`src/shared/fcs_defines.svh`:
```
`ifndef FCS_DEFINES_SVH
`define FCS_DEFINES_SVH
// Function
// - Identifier mode persists until new command
// - Host verifies each byte with fresh command (after an erase the host verifies only req_addr)
// - Failed byte: erase again, resume there (the host only clears rsp_ok and ends the op)
// - Host ends verify with another command
// - Abort: two reset writes, then command
// - Write: select low, strobe pulsed low
`define FCS_CMD_READ 8'h00
`define FCS_CMD_IDENT 8'h90
`define FCS_CMD_ERASE 8'h20
`define FCS_CMD_ERASE_CHECK 8'hA0
`define FCS_CMD_PROG_SETUP 8'h40
`define FCS_CMD_PROG_CHECK 8'hC0
`define FCS_CMD_RESET 8'hFF
`define FCS_ERASED_BYTE 8'hFF
`define FCS_CLK_MHZ 200
`define FCS_T_PHASE_NS 100
`define FCS_PHASE_CYC ((`FCS_T_PHASE_NS * `FCS_CLK_MHZ + 999) / 1000)
`define FCS_T_PROG_US 10
`define FCS_PROG_CYC (`FCS_T_PROG_US * `FCS_CLK_MHZ)
`define FCS_T_ERASE_MS 10
`define FCS_ERASE_CYC (`FCS_T_ERASE_MS * 1000 * `FCS_CLK_MHZ)
`define FCS_LAST_ADDR 18'h3_FFFF
`endif

```
`src/shared/fcs_pkg.sv`:
```
package fcs_pkg;
    typedef enum logic [7:0] {
        FCS_OP_READ = 8'h01,
        FCS_OP_IDENT = 8'h02,
        FCS_OP_ERASE = 8'h04,
        FCS_OP_PROGRAM = 8'h08,
        FCS_OP_RESET = 8'h10
    } fcs_op_t;

    typedef enum logic [6:0] {
        FCS_IDLE = 7'b000_0001,
        FCS_W_LOW = 7'b000_0010,
        FCS_W_HIGH = 7'b000_0100,
        FCS_R_LOW = 7'b000_1000,
        FCS_R_DONE = 7'b001_0000,
        FCS_PULSE = 7'b010_0000,
        FCS_DONE = 7'b100_0000
    } fcs_bus_t;

    typedef struct packed {
        fcs_bus_t bus;
        logic [3:0] step;
        logic [31:0] cnt;
        logic [17:0] addr;
        logic [7:0] wdata;
        logic [7:0] rdata;
        logic ce_b;
        logic oe_b;
        logic we_b;
        logic dq_oe;
        logic done;
        logic ok;
        fcs_op_t op;
    } fcs_state_t;
endpackage

```
`src/rtl/fcs_host.sv`:
```
`include "fcs_defines.svh"
module fcs_host import fcs_pkg::*; #(
    parameter int PROG_CYC = `FCS_PROG_CYC,
    parameter int ERASE_CYC = `FCS_ERASE_CYC
) (
    input wire logic clock,
    input wire logic rst_b,
    input wire logic req_valid,
    output logic req_ready,
    input wire fcs_op_t req_op,
    input wire logic [17:0] req_addr,
    input wire logic [7:0] req_data,
    output logic rsp_done,
    output logic rsp_ok,
    output logic [7:0] rsp_data,
    input wire logic vpp_high,
    output logic [17:0] flash_addr,
    output logic flash_ce_b,
    output logic flash_oe_b,
    output logic flash_we_b,
    output logic [7:0] dq_out,
    output logic dq_oe,
    input wire logic [7:0] dq_in
);
    localparam int PHASE = `FCS_PHASE_CYC;

    fcs_state_t s_r, s_nxt;

    // Command script: each step is a write, read or timed pulse
    function automatic logic [9:0] step_of(fcs_op_t op, logic [3:0] k, logic [7:0] d);
        // returns {kind[1:0], data}; kind 1=write 2=read 3=pulse 0=end
        logic [9:0] r;
        r = 10'h000;
        case (op)
            FCS_OP_READ: case (k)
                4'h0: r = {2'd1, `FCS_CMD_READ};
                4'h1: r = {2'd2, 8'h00};
                default: r = 10'h000;
            endcase
            FCS_OP_IDENT: case (k)
                4'h0: r = {2'd1, `FCS_CMD_IDENT};
                4'h1: r = {2'd2, 8'h00};
                4'h2: r = {2'd1, `FCS_CMD_READ};
                default: r = 10'h000;
            endcase
            FCS_OP_ERASE: case (k)
                4'h0: r = {2'd1, `FCS_CMD_ERASE};
                4'h1: r = {2'd1, `FCS_CMD_ERASE};
                4'h2: r = {2'd3, 8'h00};
                4'h3: r = {2'd1, `FCS_CMD_ERASE_CHECK};
                4'h4: r = {2'd2, 8'h00};
                4'h5: r = {2'd1, `FCS_CMD_READ};
                default: r = 10'h000;
            endcase
            FCS_OP_PROGRAM: case (k)
                4'h0: r = {2'd1, `FCS_CMD_PROG_SETUP};
                4'h1: r = {2'd1, d};
                4'h2: r = {2'd3, 8'h00};
                4'h3: r = {2'd1, `FCS_CMD_PROG_CHECK};
                4'h4: r = {2'd2, 8'h00};
                4'h5: r = {2'd1, `FCS_CMD_READ};
                default: r = 10'h000;
            endcase
            FCS_OP_RESET: case (k)
                4'h0: r = {2'd1, `FCS_CMD_RESET};
                4'h1: r = {2'd1, `FCS_CMD_RESET};
                4'h2: r = {2'd1, `FCS_CMD_READ};
                default: r = 10'h000;
            endcase
            default: r = 10'h000;
        endcase
        return r;
    endfunction

    // Only the listed ops have a script; anything else is answered at once
    function automatic logic op_known(fcs_op_t op);
        logic r;
        r = 1'b0;
        case (op)
            FCS_OP_READ, FCS_OP_IDENT, FCS_OP_ERASE, FCS_OP_PROGRAM, FCS_OP_RESET: r = 1'b1;
            default: r = 1'b0;
        endcase
        return r;
    endfunction

    logic [9:0] cur;
    assign cur = step_of(s_r.op, s_r.step, s_r.wdata);
    assign req_ready = (s_r.bus == FCS_IDLE);
    assign rsp_done = s_r.done;
    assign rsp_ok = s_r.ok;
    assign rsp_data = s_r.rdata;
    assign flash_addr = s_r.addr;
    assign flash_ce_b = s_r.ce_b;
    assign flash_oe_b = s_r.oe_b;
    assign flash_we_b = s_r.we_b;
    assign dq_oe = s_r.dq_oe;
    assign dq_out = cur[7:0];

    always_comb begin
        s_nxt = s_r;
        s_nxt.done = 1'b0;
        case (s_r.bus)
            FCS_IDLE: begin
                if (req_valid) begin
                    s_nxt.op = req_op;
                    s_nxt.addr = req_addr;
                    s_nxt.wdata = req_data;
                    s_nxt.step = 4'h0;
                    s_nxt.ok = 1'b1;
                    // Without high supply writes would be ignored; refuse
                    if (!op_known(req_op)) begin
                        s_nxt.ok = 1'b0;
                        s_nxt.bus = FCS_DONE;
                    end else if (!vpp_high && req_op != FCS_OP_READ) begin
                        s_nxt.ok = 1'b0;
                        s_nxt.bus = FCS_DONE;
                    end else if (!vpp_high) begin
                        s_nxt.step = 4'h1;
                        s_nxt.bus = FCS_R_LOW;
                        s_nxt.ce_b = 1'b0;
                        s_nxt.oe_b = 1'b0;
                        s_nxt.cnt = 32'd0;
                    end else begin
                        s_nxt.bus = FCS_W_HIGH;
                        s_nxt.cnt = 32'd0;
                    end
                end
            end
            FCS_W_HIGH: begin
                // Dispatch next script step
                s_nxt.cnt = 32'd0;
                case (cur[9:8])
                    2'd1: begin
                        s_nxt.bus = FCS_W_LOW;
                        s_nxt.ce_b = 1'b0;
                        s_nxt.we_b = 1'b0;
                        s_nxt.dq_oe = 1'b1;
                    end
                    2'd2: begin
                        s_nxt.bus = FCS_R_LOW;
                        s_nxt.ce_b = 1'b0;
                        s_nxt.oe_b = 1'b0;
                    end
                    2'd3: s_nxt.bus = FCS_PULSE;
                    default: s_nxt.bus = FCS_DONE;
                endcase
                // Supply lost mid-script: later writes would be dropped, so stop here
                if (!vpp_high && cur[9:8] != 2'd0) begin
                    s_nxt.ce_b = 1'b1;
                    s_nxt.we_b = 1'b1;
                    s_nxt.oe_b = 1'b1;
                    s_nxt.dq_oe = 1'b0;
                    s_nxt.ok = 1'b0;
                    s_nxt.bus = FCS_DONE;
                end
            end
            FCS_W_LOW: begin
                s_nxt.cnt = s_r.cnt + 32'd1;
                // Data held through the rising strobe edge
                if (s_r.cnt == 32'(PHASE)) begin
                    s_nxt.we_b = 1'b1;
                end
                if (s_r.cnt == 32'(2 * PHASE)) begin
                    s_nxt.ce_b = 1'b1;
                    s_nxt.dq_oe = 1'b0;
                    s_nxt.step = s_r.step + 4'h1;
                    s_nxt.bus = FCS_W_HIGH;
                end
            end
            FCS_R_LOW: begin
                s_nxt.cnt = s_r.cnt + 32'd1;
                if (s_r.cnt == 32'(PHASE)) begin
                    s_nxt.rdata = dq_in;
                    s_nxt.ce_b = 1'b1;
                    s_nxt.oe_b = 1'b1;
                    s_nxt.bus = FCS_R_DONE;
                end
            end
            FCS_R_DONE: begin
                // Erase check fails unless all ones
                if (s_r.op == FCS_OP_ERASE && s_r.rdata != `FCS_ERASED_BYTE) begin
                    s_nxt.ok = 1'b0;
                end
                if (s_r.op == FCS_OP_PROGRAM && s_r.rdata != s_r.wdata) begin
                    s_nxt.ok = 1'b0;
                end
                s_nxt.step = s_r.step + 4'h1;
                s_nxt.bus = vpp_high ? FCS_W_HIGH : FCS_DONE;
                s_nxt.cnt = 32'd0;
            end
            FCS_PULSE: begin
                // Pulse length set by host; device stop timer is only a backstop
                s_nxt.cnt = s_r.cnt + 32'd1;
                if (s_r.cnt == 32'((s_r.op == FCS_OP_ERASE) ? ERASE_CYC : PROG_CYC)) begin
                    s_nxt.step = s_r.step + 4'h1;
                    s_nxt.bus = FCS_W_HIGH;
                end
            end
            FCS_DONE: begin
                s_nxt.done = 1'b1;
                s_nxt.bus = FCS_IDLE;
            end
            // A state code off the one-hot set parks the pins and drops the op
            default: begin
                s_nxt.ce_b = 1'b1;
                s_nxt.oe_b = 1'b1;
                s_nxt.we_b = 1'b1;
                s_nxt.dq_oe = 1'b0;
                s_nxt.ok = 1'b0;
                s_nxt.bus = FCS_IDLE;
            end
        endcase
    end

    always_ff @(posedge clock) begin
        if (!rst_b) begin
            s_r <= '{bus: FCS_IDLE, step: 4'h0, cnt: 32'd0, addr: 18'h0_0000,
                     wdata: 8'h00, rdata: 8'h00, ce_b: 1'b1, oe_b: 1'b1, we_b: 1'b1,
                     dq_oe: 1'b0, done: 1'b0, ok: 1'b0, op: FCS_OP_READ};
        end else begin
            s_r <= s_nxt;
        end
    end
endmodule

```
`config.mk`:
```
export PLATFORM = sky130hd
export DESIGN_NAME = fcs_host
export DESIGN_NICKNAME = d
export VERILOG_FILES = /design/src/shared/fcs_pkg.sv /design/src/rtl/fcs_host.sv
export VERILOG_INCLUDE_DIRS = /design/src /design/src/shared
export SDC_FILE = /design/constraint.sdc
export NUM_CORES = 1
export LEC_CHECK = 0
export ABC_AREA = 1
export BUFFER_PORTS_ARGS = -buffer_cell sky130_fd_sc_hd__buf_2
export CORE_UTILIZATION = 35
export CTS_CLUSTER_DIAMETER = 100
export DETAILED_ROUTE_END_ITERATION = 6
export PLACE_DENSITY_LB_ADDON = 0.15
export SYNTH_ARGS = -nofsm -noshare
export SYNTH_HDL_FRONTEND = slang
export SYNTH_SLANG_ARGS = --single-unit
export TNS_END_PERCENT = 50
```
`constraint.sdc`:
```
create_clock -name clock -period 5.65 [get_ports clock]
set_input_delay 1.695 -clock clock [delete_from_list [all_inputs] [get_ports clock]]
set_output_delay 1.695 -clock clock [all_outputs]
set_load 0.01 [all_outputs]
```
# Word level (Yosys, flattened, before mapping)
# Index checks and enable logic that the tools add are counted.
[totals]
latch_bits = 0
word_cells = 140
mem_bits_ro = 0
out_inout_bits = 41
ff_bits = 91
input_bits = 46
n_memories = 0
mem_bits_rw = 0
[classes]
n_addsub = 2
mux = 49
multipliers = 0
magnitude_cmp = 0
n_eq_ne = 44
shifts = 0
div = 0
bitwise_logic = 4
n_reduce_logical = 28
[op_table]
columns = ["operator", "n"]
rows = [
  ["$pmux 10 s5", 2],
  ["$pmux 32 s3", 1],
  ["$mux 69", 1],
  ["$mux 33", 2],
  ["$pmux 10 s6", 1],
  ["$pmux 7 s6", 1],
  ["$mux 7", 5],
  ["$add 32x1->32 const B", 1],
  ["$eq 32x21->1", 1],
  ["$eq 32x5->1 const B", 1],
  ["$eq 32x6->1 const B", 1],
  ["$pmux 10 s3", 1],
  ["$mux 11", 2],
  ["$mux 21", 1],
  ["$pmux 7 s3", 1],
  ["$pmux 10 s2", 1],
  ["$pmux 9 s2", 1],
  ["$eq 8x1->1 const B", 2],
  ["$eq 8x2->1 const B", 2],
  ["$eq 8x3->1 const B", 2],
  ["$eq 8x4->1 const B", 2],
  ["$eq 8x5->1 const B", 2],
  ["$ne 2x2->1 const B", 8],
  ["$pmux 4 s4", 1],
  ["other kinds (42)", 84],
]

# Depth between registers and ports, before layout
[logic_depth]
word_depth = 9
mapped_depth = 19
depth_no_buf = 19

# Least setup slack after synthesis
# No wires, ideal clock.
[synth_timing]
path_type = "register to output"
from = "reg s_r[81] (netlist name)"
to = "out dq_out[0]"
n_path_buf = 0
arrival_time_ns = 1.353
t_required_ns = 3.955
path_slack_ns = 2.602
stages_incl_launch_ff = 7
cell_sequence = "dfxtp_1 > inv_1 > ha_1 > inv_1 > nor4_1 > inv_1 > o21ai_0"
[synth_via]
elab_chain_len = 4
elab_cells_between_ends = 10
classes_between = "5 x eq/ne; 3 x mux; 2 x reduce/logical"
[synth_rtl]
columns = ["element", "line", "rtl"]
rows = [
  ["from (decl)", "fcs_host.sv:27", "fcs_state_t s_r, s_nxt;"],
  ["from (signal assigned)", "fcs_host.sv:217", "s_r <= '{bus: FCS_IDLE, step: 4'h0, cnt: 32'd0, addr: 18'h0_0000,"],
  ["from (signal assigned)", "fcs_host.sv:221", "s_r <= s_nxt;"],
  ["$eq 4x1->1 or $logic_not 4->1 (tied branches)", "fcs_host.sv:55, fcs_host.sv:64", ""],
  ["$reduce_or 2->1 (no source line)", "--", ""],
  ["$pmux 9 s2", "fcs_host.sv:64", "FCS_OP_RESET: case (k)"],
  ["$pmux 10 s5 (*)", "fcs_host.sv:34", "case (op)"],
  ["to (decl)", "fcs_host.sv:21", "output logic [7:0] dq_out,"],
]
# Mark *: on every way between the ends. The rest lies on a longest branch, timed or not.

# Worst setup path after layout
[layout_timing]
from = "reg s_r[81] (netlist name)"
to = "out dq_out[2]"
# Same word-level chain as after synthesis.

==> flow_summary.ini <==
[drt]
drc = 0
wl_per_cell_um = 13.13
drt-initial-drc-count = 315
vias = 5429
routed_via_density = 4.800
drtPass1Iterations = 5
ant_nets = 0
routed_wl_mm = 14.85

[timing]
finalSetupViolations = 0
post-route-min-period_ns = 3.822
skew_ns = 0.009053
max_freq_mhz = 261.6
tns_ns = 0
rsz0062_at_grt = no
worst_slew_pin_slew_ns = 1.097
finalMaxSlewViolations = 0
final_hold_viol_count = 0
finalCritPeriodShare_pct = 67.65
max-slew-margin-rel_pct = 26.72

[setup_path]
endpoint_kind = primary output
crit_path_max_fanout = 6
crit_path_start = s_r[81]$_SDFFE_PN0P_
rr_worst_depth = 16
start_kind = flip-flop
required_ns = 3.95
worst-r2r-setup-slack_ns = 2.61
cp_common_cell = inv_1
crit_path_end = dq_out[2]
crit_path_max_incr_delay_ns = 0.38
crit_family = buffers and inverters
r2r-start = s_r[1]$_SDFFE_PN0P_
crit_buf_inv = 4
reg2reg_to = flash_we_b$_SDFFE_PN1P_
crit_cells = 7
setup.worst_path.class = reg -> out
crit_chain = inv_1 -> ha_1 -> inv_1 -> nor4_1 -> inv_1 -> o21ai_0 -> buf_2
arrival_ns = 2.13
crit_path_top_delay_cell = nor4_1

[cts]
ctsResizeCount = 0
cts_hold_buf = 0
clk_latency_ns = 0.35
tritoncts = yes
clock-sinks = 91
htree_levels = 3
clockBufferDepth = 2
cts_buffers = 9
cts-root-buf = clkbuf_16
clk_pin_slew_ns = 0.07
postCtsSetupBuffers = 0

[synth]
syn_inst = 869
syn_nets = 927
synth_area_leader_cell = dfxtp_1
ys_top_cells_by_area = dfxtp_1, nand2_1, nor2_1
synth_ff_type = dfxtp_1
yosysSeqAreaShare_pct = 33.04
async_flop_share_pct = 0
ys_warn_count = 0
syn_area_mm2 = 0.005514
avgSynthCellArea_um2 = 6.345
ys_types = 34
synth_edf_count = 0
ys_ff_latch = 91
synth_top_area_share_pct = 33.04

[global_route]
first_global_vias = 5094
grt_max_degree = 43
grt_pass1_wl_mm = 24.99
gr-usage-all-layers_pct = 19.25
grt_antenna_before_repair = 0
grt_overflow_total = 0

[layout]
insertedDiodeCount = 0
layout.nets = 974
area.growth.synth_to_final_pct = 12.21
utilization_pct = 40.40
final_layout_size_suffix_gt1_share_pct = 14.24

[floorplanning]
die_w_um = 127.5
io_pins = 87
rows = 45
dieHeight_um = 127.5
start_util_pct = 36.00
die_area_mm2 = 0.01626
core-area_mm2 = 0.01531

[placement]
io_buffers = 86
dpl.hpwl_mm = 10.99
place.gp.congestion = 0.8879

[min_path]
hold_class = reg -> reg

[power_and_ir_drop]
ir_worst_vdd_uv = 154.9
power.density_mw_per_mm2 = 247.0
p_leak_nw = 2.753

[outcome]
outcome = complete, no violations

[job]
maxCapViolations = 0
## sequential cells by signal (all words and copies together), names as in the netlist
name and flops:
rsp_ok 1, rsp_done 1, rsp_data 8, flash_oe_b 1, flash_addr 18, s_r 59, dq_oe 1, flash_ce_b 1
flash_we_b 1
## stage by stage
stage	instances	hold slack [ns]	cell area [um^2]	setup slack [ns]	power, mW
after floorplan	869	0.4445	5514	2.602	0.8726
after global placement	1116	0.4398	5889	2.141	0.9247
after detailed placement	1116	0.4394	5889	2.175	0.9230
after CTS	1131	0.4580	6187	1.777	1.550
after global routing	1131	0.4744	6187	1.617	1.608
final	1131	0.4555	6187	1.828	1.528
## worst min-delay path by stage
stage | startpoint | endpoint | slack (ns) | cells past startpoint
global placement | flash_oe_b$_SDFFE_PN1P_ | flash_oe_b$_SDFFE_PN1P_ | 0.44 | 2
global route | flash_oe_b$_SDFFE_PN1P_ | flash_oe_b$_SDFFE_PN1P_ | 0.47 | 2
floorplan | s_r[4]$_SDFFE_PN0P_ | s_r[4]$_SDFFE_PN0P_ | 0.44 | 2
detailed placement | flash_oe_b$_SDFFE_PN1P_ | flash_oe_b$_SDFFE_PN1P_ | 0.44 | 2
CTS | flash_oe_b$_SDFFE_PN1P_ | flash_oe_b$_SDFFE_PN1P_ | 0.46 | 2
finish | flash_oe_b$_SDFFE_PN1P_ | flash_oe_b$_SDFFE_PN1P_ | 0.46 | 2
## synthesized netlist by cell type, types with 8 or more instances
library cell and n:
nor2_1 150, xor2_1 11, nor2_2 9, nand3b_1 10, nand3_1 61, ha_1 12, nand4_1 12, clkbuf_1 10
dfxtp_1 91, buf_2 11, inv_1 79, buf_4 26, nor3_1 18, a21oi_1 69, nand2_1 205, or2_2 8
o21ai_0 49
## power by group
group | internal, mW | switching [mW] | total (mW)
Combinational | 0.0746 | 0.139 | 0.214
Clock | 0.345 | 0.275 | 0.621
Sequential | 0.673 | 0.0202 | 0.694
## cells by family (layout without fill, tap and decap cells)
family / count (synthesis) / after routing / synth area share (%)
compound gates: 132 / 132 / 12.53
flops: 91 / 91 / 33.04
simple gates: 489 / 489 / 38.39
fa+ha+maj: 12 / 12 / 2.723
buf+inv: 134 / 185 / 11.57
xor+xnor: 11 / 11 / 1.747
## layout make-up
cell class	instances	area, um^2
repair buffers	87	437.9
well taps	211	264.0
multi-input cells	644	3054
flip-flops and latches	91	1822
fillers	1712	9128
clock buffers	9	225.2
clock inverters	6	72.57
inverters	83	311.5
## layer usage
layer  up-vias  global-route usage, %  part of all wire (%)
met3        13                  4.481                   4.3
met2       106                  31.82                    46
met5         -                      0                     0
li1       2866                      -                     -
met4         0                  4.552                   1.2
met1      2444                  25.28                    49
## tightest hold or removal path, delay by kind of cell (launching register included)
family,cells,cell delay (ns)
DFF,1,0.33
and+or+nand+nor,2,0.10
## cell usage in the layout, fill, tap and decap left out, drive strengths merged
master and instances:
a311oi 1, nor3 18, nand3b 10, clkinvlp 1, nand4 12, o31ai 2
nor2 163, nand2 208, a211oi 1, nor3b 3, bufinv 1, dfxtp 91
a21oi 69, and3 1, or2 8, o211ai 5, clkbuf 9, nand3 62
inv 85, ha 12, a31oi 1, buf 87, o21ai 51, a21o 2
nor4 4, clkinv 2, xor2 11
(Power assumes the default switching activity.)
